--- src/msend_cfg.svh ---
`ifndef MSEND_CFG_SVH
`define MSEND_CFG_SVH

// Control word byte addresses in internal RAM
`define MSEND_SYNC_MODE_ADDR      16'hfe28
`define MSEND_SYNC_CHP_ADDR       16'hfe29
`define MSEND_SER2_RX_MODE_ADDR   16'hfe2c
`define MSEND_SER2_RX_CHP_ADDR    16'hfe2d
`define MSEND_SER2_TX_MODE_ADDR   16'hfe2e
`define MSEND_SER2_TX_CHP_ADDR    16'hfe2f
`define MSEND_STOP_MODE_ADDR      16'hfe30
`define MSEND_STOP_CHP_ADDR       16'hfe31

// Field positions and sizes
`define MSEND_END_VEC_SUPPRESS_BIT 7
`define MSEND_NUM_SRC              5
`define MSEND_NUM_BYTES            8
`define MSEND_CTL_RESET            8'h00
`define MSEND_COUNT_ZERO           16'h0000
`define MSEND_COUNT_ONE            16'h0001

`endif

--- src/msend_pkg.sv ---
`default_nettype none
package msend_pkg;
  // Service sequencer states
  typedef enum logic [2:0] {
    MSEND_IDLE,
    MSEND_FETCH,
    MSEND_READ,
    MSEND_UPDATE
  } msend_state_t;
endpackage : msend_pkg
`default_nettype wire

--- src/msend_top.sv ---
// What this block does
// - Flag clear: raise vector when sequence ends
// - Flag set: no vector on sequence end
// - Processing mode comes from mode byte
// - Channel found through channel pointer byte
// - Each source owns one RAM control word, except serial2 receive and sync2, which share one
// - Stop condition word at 0FE30/0FE31
// - Serial2 transmit word at 0FE2E/0FE2F
// - Serial2 receive and sync2 share 0FE2C/0FE2D
// - Sync serial word at 0FE28/0FE29
// - End-vector flag is mode bit 7
// - Complete when countdown reaches zero
`include "msend_cfg.svh"
`timescale 1ns/1ns
`default_nettype none

module msend_top (
  // Clock and reset
  input  wire logic        clk_sys,
  input  wire logic        sys_rst,
  // Internal RAM port for the control words
  input  wire logic [15:0] ram_addr,
  input  wire logic        ram_wr,
  input  wire logic        ram_rd,
  input  wire logic [7:0]  ram_wdata,
  output logic      [7:0]  ram_rdata,
  output logic             ram_hit,
  // Peripheral service requests
  input  wire logic        sync_serial_done_irq,
  input  wire logic        serial2_rx_done_irq,
  input  wire logic        sync_serial2_done_irq,
  input  wire logic        serial2_tx_done_irq,
  input  wire logic        stop_condition_irq,
  // Channel memory port
  output logic      [7:0]  chan_addr,
  output logic             chan_rd,
  output logic             chan_we,
  output logic      [15:0] transfer_countdown,
  input  wire logic [15:0] chan_rdata,
  // Transfer request to the data mover
  output logic             svc_strobe,
  output logic      [7:0]  svc_mode,
  output logic      [7:0]  svc_chan,
  // Vectored interrupt requests, one pulse per completed sequence whose mode bit 7 is clear
  output logic      [4:0]  vec_irq
);

  // Control bytes: even index is mode, odd index is channel pointer
  logic [7:0]               ctl [0:`MSEND_NUM_BYTES-1];
  logic [4:0]               pend;
  logic [2:0]               cur_src;
  logic [7:0]               cur_mode;
  logic [7:0]               cur_chp;
  msend_pkg::msend_state_t  state;
  logic [4:0]               req;
  logic [4:0]               take;
  logic                     any_pend;
  logic [2:0]               next_src;
  logic [3:0]               dec;
  logic [15:0]              next_count;
  logic                     upd_go;
  logic                     upd_end;

  // Byte address to control byte index; the FE2A/FE2B word is not ours
  function automatic logic [3:0] ctl_decode(input logic [15:0] a);
    case (a)
      `MSEND_SYNC_MODE_ADDR:    ctl_decode = {1'b1, 3'd0};
      `MSEND_SYNC_CHP_ADDR:     ctl_decode = {1'b1, 3'd1};
      `MSEND_SER2_RX_MODE_ADDR: ctl_decode = {1'b1, 3'd2};
      `MSEND_SER2_RX_CHP_ADDR:  ctl_decode = {1'b1, 3'd3};
      `MSEND_SER2_TX_MODE_ADDR: ctl_decode = {1'b1, 3'd4};
      `MSEND_SER2_TX_CHP_ADDR:  ctl_decode = {1'b1, 3'd5};
      `MSEND_STOP_MODE_ADDR:    ctl_decode = {1'b1, 3'd6};
      `MSEND_STOP_CHP_ADDR:     ctl_decode = {1'b1, 3'd7};
      default:                  ctl_decode = 4'h0;
    endcase
  endfunction : ctl_decode

  // Source to control word; serial2 receive and sync2 use one word
  function automatic logic [2:0] word_base(input logic [2:0] s);
    case (s)
      3'd0:    word_base = 3'd0;
      3'd1:    word_base = 3'd2;
      3'd2:    word_base = 3'd2;
      3'd3:    word_base = 3'd4;
      default: word_base = 3'd6;
    endcase
  endfunction : word_base

  assign req = {stop_condition_irq, serial2_tx_done_irq, sync_serial2_done_irq,
                serial2_rx_done_irq, sync_serial_done_irq};
  assign dec = ctl_decode(ram_addr);
  assign next_count = chan_rdata - `MSEND_COUNT_ONE;

  // Update cycle with a live count; a count already at zero means the sequence ended
  assign upd_go  = (state == msend_pkg::MSEND_UPDATE) && (chan_rdata != `MSEND_COUNT_ZERO);
  // Last transfer of the sequence with the end vector not suppressed
  assign upd_end = upd_go && (next_count == `MSEND_COUNT_ZERO) &&
                   !cur_mode[`MSEND_END_VEC_SUPPRESS_BIT];

  // Fixed priority: lowest source index is served first
  always_comb begin
    any_pend = 1'b0;
    next_src = 3'd0;
    for (int i = `MSEND_NUM_SRC - 1; i >= 0; i--) begin
      if (pend[i]) begin
        any_pend = 1'b1;
        next_src = 3'(i);
      end
    end
  end

  // Pending is cleared when taken; a new request in that cycle wins
  always_comb begin
    take = 5'h00;
    if (state == msend_pkg::MSEND_IDLE && any_pend) begin
      take[next_src] = 1'b1;
    end
  end

  always_ff @(posedge clk_sys or posedge sys_rst) begin
    if (sys_rst) begin
      pend <= 5'h00;
    end else begin
      pend <= (pend & ~take) | req;
    end
  end

  // Software writes and reads the control words
  always_ff @(posedge clk_sys or posedge sys_rst) begin
    if (sys_rst) begin
      for (int i = 0; i < `MSEND_NUM_BYTES; i++) begin
        ctl[i] <= `MSEND_CTL_RESET;
      end
    end else if (ram_wr && dec[3]) begin
      ctl[dec[2:0]] <= ram_wdata;
    end
  end

  // Read data is registered; unmapped addresses read zero
  always_ff @(posedge clk_sys or posedge sys_rst) begin
    if (sys_rst) begin
      ram_rdata <= 8'h00;
      ram_hit   <= 1'b0;
    end else begin
      ram_hit   <= (ram_rd || ram_wr) && dec[3];
      ram_rdata <= (ram_rd && dec[3]) ? ctl[dec[2:0]] : 8'h00;
    end
  end

  // Service sequencer: fetch word, read countdown, write it back
  always_ff @(posedge clk_sys or posedge sys_rst) begin
    if (sys_rst) begin
      state    <= msend_pkg::MSEND_IDLE;
      cur_src  <= 3'd0;
      cur_mode <= 8'h00;
      cur_chp  <= 8'h00;
    end else begin
      case (state)
        msend_pkg::MSEND_IDLE: begin
          if (any_pend) begin
            cur_src <= next_src;
            state   <= msend_pkg::MSEND_FETCH;
          end
        end
        msend_pkg::MSEND_FETCH: begin
          // Control word is taken as software left it
          cur_mode <= ctl[word_base(cur_src)];
          cur_chp  <= ctl[word_base(cur_src) + 3'd1];
          state    <= msend_pkg::MSEND_READ;
        end
        msend_pkg::MSEND_READ: begin
          // One cycle of channel memory latency
          state <= msend_pkg::MSEND_UPDATE;
        end
        msend_pkg::MSEND_UPDATE: begin
          state <= msend_pkg::MSEND_IDLE;
        end
        default: begin
          state <= msend_pkg::MSEND_IDLE;
        end
      endcase
    end
  end

  // Channel memory port; the pointer goes out with the read pulse
  always_ff @(posedge clk_sys or posedge sys_rst) begin
    if (sys_rst) begin
      chan_addr          <= 8'h00;
      chan_rd            <= 1'b0;
      chan_we            <= 1'b0;
      transfer_countdown <= `MSEND_COUNT_ZERO;
    end else begin
      chan_rd <= (state == msend_pkg::MSEND_FETCH);
      chan_we <= upd_go;
      if (state == msend_pkg::MSEND_FETCH) begin
        chan_addr <= ctl[word_base(cur_src) + 3'd1];
      end
      if (upd_go) begin
        transfer_countdown <= next_count;
      end
    end
  end

  // Hand one transfer on; mode and channel hold so the mover may take them late
  always_ff @(posedge clk_sys or posedge sys_rst) begin
    if (sys_rst) begin
      svc_strobe <= 1'b0;
      svc_mode   <= 8'h00;
      svc_chan   <= 8'h00;
    end else begin
      svc_strobe <= upd_go;
      if (upd_go) begin
        svc_mode <= cur_mode;
        svc_chan <= cur_chp;
      end
    end
  end

  // One vector pulse per ended sequence, only while the flag is clear
  always_ff @(posedge clk_sys or posedge sys_rst) begin
    if (sys_rst) begin
      vec_irq <= 5'h00;
    end else begin
      vec_irq <= 5'h00;
      if (upd_end) begin
        vec_irq[cur_src] <= 1'b1;
      end
    end
  end

endmodule : msend_top
`default_nettype wire

--- config.mk ---
export PLATFORM = sky130hd
export DESIGN_NAME = msend_top
export DESIGN_NICKNAME = d
export VERILOG_FILES = /design/src/msend_pkg.sv /design/src/msend_top.sv
export VERILOG_INCLUDE_DIRS = /design/src /design/src/src
export SDC_FILE = /design/constraint.sdc
export NUM_CORES = 1
export LEC_CHECK = 0
export ABC_CLOCK_PERIOD_IN_PS = 4650
export BUFFER_PORTS_ARGS = -buffer_cell sky130_fd_sc_hd__buf_2
export CORE_MARGIN = 3
export CORE_UTILIZATION = 45
export CTS_BUF_LIST = sky130_fd_sc_hd__clkbuf_8
export CTS_CLUSTER_DIAMETER = 100
export CTS_CLUSTER_SIZE = 8
export DETAILED_ROUTE_END_ITERATION = 12
export GPL_ROUTABILITY_DRIVEN = 0
export GPL_TIMING_DRIVEN = 0
export PLACE_DENSITY_LB_ADDON = 0.25
export SLEW_MARGIN = 20
export SYNTH_ARGS = -nofsm -noshare
export SYNTH_HDL_FRONTEND = slang
export SYNTH_SLANG_ARGS = --single-unit
--- constraint.sdc ---
create_clock -name clk_sys -period 4.65 [get_ports clk_sys]
set_clock_uncertainty 0.2 [all_clocks]
set_input_delay 0.465 -clock clk_sys [delete_from_list [all_inputs] [get_ports clk_sys]]
set_output_delay 0.465 -clock clk_sys [all_outputs]
set_load 0.03 [all_outputs]
* After elaboration in Yosys (flattened, before gate mapping) *
Cells that the tools add are included.

cells by class
  mux-type cells = 34
  add/subtract/negate cells = 2
  bitwise operators = 6
  $lt $le $gt $ge = 8
  reductions and logical operators = 18
  equal/unequal tests = 15

operator list
  operator               count
  $eq 16x16->1 const B   8
  $bmux 8 s3             3
  $bwmux 64              1
  $mux 8                 8
  $pmux 4 s8             1
  $demux 8 s3            1
  $mux 3                 7
  $pmux 3 s3             2
  $logic_not 16->1       1
  $reduce_bool 16->1     1
  $sub 16x1->16 const B  1
  $eq 3x2->1 const B     4
  $ge 4x4->1 const B     3
  $not 3->4              3
  $logic_and 1x1->1      10
  $mux 5                 2
  $lt 3x4->1 const B     2
  $mux 1                 7
  $demux 1 s3            2
  $eq 3x1->1 const B     2
  $ge 3x1->1 const B     2
  $logic_not 3->1        2
  $and 5x5->5            1
  $not 5->5              1
  other kinds (8)        8

storage, ports and cells
  bits of input ports = 49
  bits in registers = 139
  output and inout port bits = 57
  word-level logic and storage cells = 104

* Longest topological paths before layout *
  depth in word-level cells = 13
  gate-level depth with buffers = 9
  gate-level depth less buffers = 7

* Worst setup path before layout *
OpenSTA, ideal clock, no wires.

  path kind = in2reg
  start = input port ram_addr[1]
  end = register ctl[48] (netlist bit)
  slack = 2.162 ns
  cell stages on the path = 6
  arrival time = 2.163 ns
  path buffers = 1
  setup time = 0.125 ns
  path through = buf_2 > nor4b_4 > or3_1 > nand4_2 > nor3_2 > mux2_2

between the ends
  word-level cells in the longest chain between the ends = 8
  elaborated cells on any way between the ends = 17

RTL lines
  item                                                            RTL line          source
  from (decl)                                                     msend_top.sv:22   input wire logic [15:0] ram_addr,
  $eq 16x16->1                                                    msend_top.sv:66   case (a)
  $pmux 4 s8 (*)                                                  msend_top.sv:66
  $not 3->4 (implied by the code)                                 msend_top.sv:136  ctl[dec[2:0]] <= ram_wdata;
  $ge 4x4->1 (implied by the code) or $lt 4x1->1 (tied branches)  msend_top.sv:136
  $logic_and 1x1->1 (implied by the code)                         msend_top.sv:136
  $mux 8 (implied by the code)                                    msend_top.sv:136
  $demux 8 s3                                                     msend_top.sv:136
  $bwmux 64                                                       msend_top.sv:136
  to (signal, indexed assignment)                                 msend_top.sv:133  ctl[i] <= `MSEND_CTL_RESET;
  to (signal, indexed assignment)                                 msend_top.sv:136
  to (decl)                                                       msend_top.sv:49   logic [7:0] ctl [0:`MSEND_NUM_BYTES-1];

Mark *: on every way between the ends. The rest lies on a longest branch, timed or not.
A chain may end at the register's enable or synchronous reset.

* Final worst setup path *
  start = input port ram_addr[1]
  end = register ram_rdata[5]

between the ends
  word-level cells in the longest chain between the ends = 7
  elaborated cells on any way between the ends = 15

RTL lines
  item                                       RTL line          source
  $eq 16x16->1                               msend_top.sv:66
  $pmux 4 s8 (*)                             msend_top.sv:66
  $not 3->4 (implied by the code)            msend_top.sv:147  ram_rdata <= (ram_rd && dec[3]) ? ctl[dec[2:0]] : 8'h00;
  $bmux 8 s3                                 msend_top.sv:147
  $mux 8 (implied by the code) (2 in a row)  msend_top.sv:147
  $mux 8 (*)                                 msend_top.sv:147
  to (signal assigned)                       msend_top.sv:147
  to (decl)                                  msend_top.sv:26   output logic [7:0] ram_rdata,

Mark *: on every way between the ends. The rest lies on a longest branch, timed or not. The select of a mux whose other input is x is not followed.

==> reports/results.ini <==
[outcome]
status=completed

[placement]
placement.io_buffers=102
dp_hpwl_um=12900
placed_cells=923

[route]
vias=5520
drtIter0Drc=492
via_per_inst=5.75
wl_per_cell_um=18.1
detail_route.first_pass.iterations=5
drt-met1-wl_um=7620
postRouteAntennaNets=0
wl_met3_um=1180
finalWirelength_um=17400
met2_length_um=8200
drc_errors=0
routed.top_layer=met4

[sta]
setup_viol=0
period_share_pct=57.6
tightest_slew_ps=819
max_slew_margin_pct=45.2
max_freq_mhz=373
finalHoldViolCount=0
maxSlewViolCount=0
holdWs_ps=74.7
fin_crit_ps=2680
rsz0062_at_grt=no

[floorplan]
dieArea_um2=16700
die_x_um=129
initial_core_util_pct=46.6
pin_count=106
die_y_um=129
num_rows=44
core-area_um2=14700

[run]
max-cap-violations=0

[worst_setup_path]
cp_data_required_time_ps=4740
cp-end-kind=flop
path_max_fanout=10
arrival_ps=2770
crit_type=in2reg
startpoint_type=input pin
rrSetupSlack_ps=2000

[power_and_ir_drop]
swShare_pct=23.5
p_sw_uw=573
intPower_mw=1.87
p_leak_nw=4.08
seqPwrFrac_pct=49.8
pwr_density_cell_nw_per_um2=301
pwr-share-clk_pct=43.8
ir_drop_v=0.000199
combPwrFrac_pct=6.4

[clock_tree]
cts_max_level=4
cts_root_buf=clkbuf_8
worstSkewPairLatency_ps=450
clockBufferDepth=2
cts_sinks=138
cts_inserted_buffers=17
clkTransAtPathRegs_ps=80
cts_tree=done

[synth]
synth_cell_type_count=64
syn_avg_cell_area_um2=10.8
syn-num-nets=691
synthCells=636
ys_warn_count=0
synth_ff_type=dfrtp_1
syn_area_um2=6840
async_flop_share_pct=100
synth-seq-cells=138
yosysSeqAreaShare_pct=50.5
synth_edf_count=0
netlist_top_cells_area=dfrtp_1 (50%), mux2_2 (12%), nand2_1 (4.0%)
synth_top_area_share_pct=50.5
synth_top_area_cell=dfrtp_1

[global_route]
grt_first_pass_wirelength_um=28500
antenna_found_initial=0
grt_start_max_net_pins=114
overflow=0
grt_pass1_vias=5512
grt_usage_pct=21.7

[finish]
fin_cells=960
final_core_util_pct=55.2
n_antenna_cell=0
nNetsFinal=819
drive_gt1_share_pct=30.5
syn2layout_area_growth_pct=18.6

[hold_path]
hp-class=in2reg

registers in the layout, summed over array words and instances (netlist names):
signal	flops
ctl	64
chan_rd	1
vec_irq	5
svc_chan	8
chan_addr	8
ram_hit	1
cur_src	3
state	2
cur_mode	8
svc_strobe	1
svc_mode	8
transfer_countdown	16
pend	5
ram_rdata	8
per-layer routing:
metal | global-route usage, % | up-vias
li1 | - | 2595
met1 | 29.1 | 2651
met2 | 33.9 | 231
met3 | 4.95 | 43
met4 | 9.14 | 0
met5 | 0 | -
cells by family (layout without fill, tap and decap cells):
logic type	Yosys count	count (layout)	share of synthesized area (%)
AOI/OAI and AO/OA	126	126	13.0
xor gates and xnor gates	12	12	1.54
adders and majority gates	6	6	1.10
buffers and inverters	49	189	3.16
DFF	138	138	50.5
muxes	83	83	13.5
and+or+nand+nor	222	222	17.2
cell usage after synthesis (all sizes together) (2+ instances only):
master   count
nor2        50
a31oi        3
nand2       73
a22oi        8
or3b         3
nor2b        3
nor3b        5
a21oi       21
nand2b       3
inv         10
nand4        5
nor4        16
and3        25
or2          3
or4          7
mux2        73
nand3        7
a21o         4
nor3         6
a221oi      17
xor2         6
nand4b       3
a21boi       3
mux2i       10
o31ai        3
or3          6
a211oi      20
buf         16
dfrtp      138
o21ai       27
clkbuf      23
ha           6
a2bb2oi      9
o22ai        2
and4         2
xnor2        6
critical path, stage by stage:
cell,delay (ps)
buf_2,170
nor4b_4,470
or3_1,260
buf_4,190
clkbuf_1,390
and3_1,240
a211oi_1,60
nor4_1,520
power by group through the flow:
stage               Sequential (mW)  Clock, mW  Combinational [mW]
floorplan                      1.26          0              0.0650
global placement               1.24          0               0.144
detailed placement             1.24          0               0.152
CTS                            1.22       1.09               0.156
global route                   1.22       1.14               0.171
finish                         1.22       1.07               0.155
timing repair:
action / CTS / global route
buffers inserted: 0 / 0
endpoints found under the hold margin: 30 / 0
hold buffers: 6 / 0
resized for setup: 0 / 0
area by class of cell:
cell class                      count  area (um^2)
Tap cell                          184          230
Multi-Input combinational cell    449         3170
Buffer                             39          179
Clock buffer                       19          262
Fill cell                        1267         6590
Inverter                           10         45.0
Sequential cell                   138         3450
Clock inverter                     12          173
Timing Repair Buffer              109          598
metrics by stage:
stage	instance area (um^2)	total power, mW	TNS (ps)	worst slack [ps]
floorplan	6840	1.32	0	289
global placement	7580	1.38	-134830	-988
detailed placement	7620	1.39	0	1620
CTS	8110	2.46	0	2070
global route	8110	2.52	0	1880
finish	8110	2.44	0	1970
worst paths after layout:
kind / start / endpoint / cells after the start
setup / recovery: ram_addr[1] / ram_rdata[5]$_DFF_PP0_ / 8
hold / removal: ram_rd / ram_hit$_DFF_PP0_ / 2
setup reg to reg: cur_src[1]$_DFFE_PP0P_ / cur_mode[5]$_DFFE_PP0P_ / 7
hold reg to reg: svc_chan[5]$_DFFE_PP0P_ / svc_chan[5]$_DFFE_PP0P_ / 2
max in group asynchronous: sys_rst / svc_chan[6]$_DFFE_PP0P_ / 4
min in group asynchronous: sys_rst / pend[2]$_DFF_PP0_ / 3
cell usage in the layout, fill, tap and decap left out, types with 7 or more instances in the layout:
master and instances:
a2bb2oi_1 9, and3_1 25, a21oi_1 21, inv_1 10, nand2_1 73, buf_2 109, o21ai_0 25, nor4_1 16
clkbuf_1 22, nor2_1 49, mux2i_1 10, a22oi_1 8, nand3_1 7, dfrtp_1 138, a221oi_1 16, a211oi_1 20
mux2_2 73, clkbuf_8 19
(Power assumes the default switching activity.)
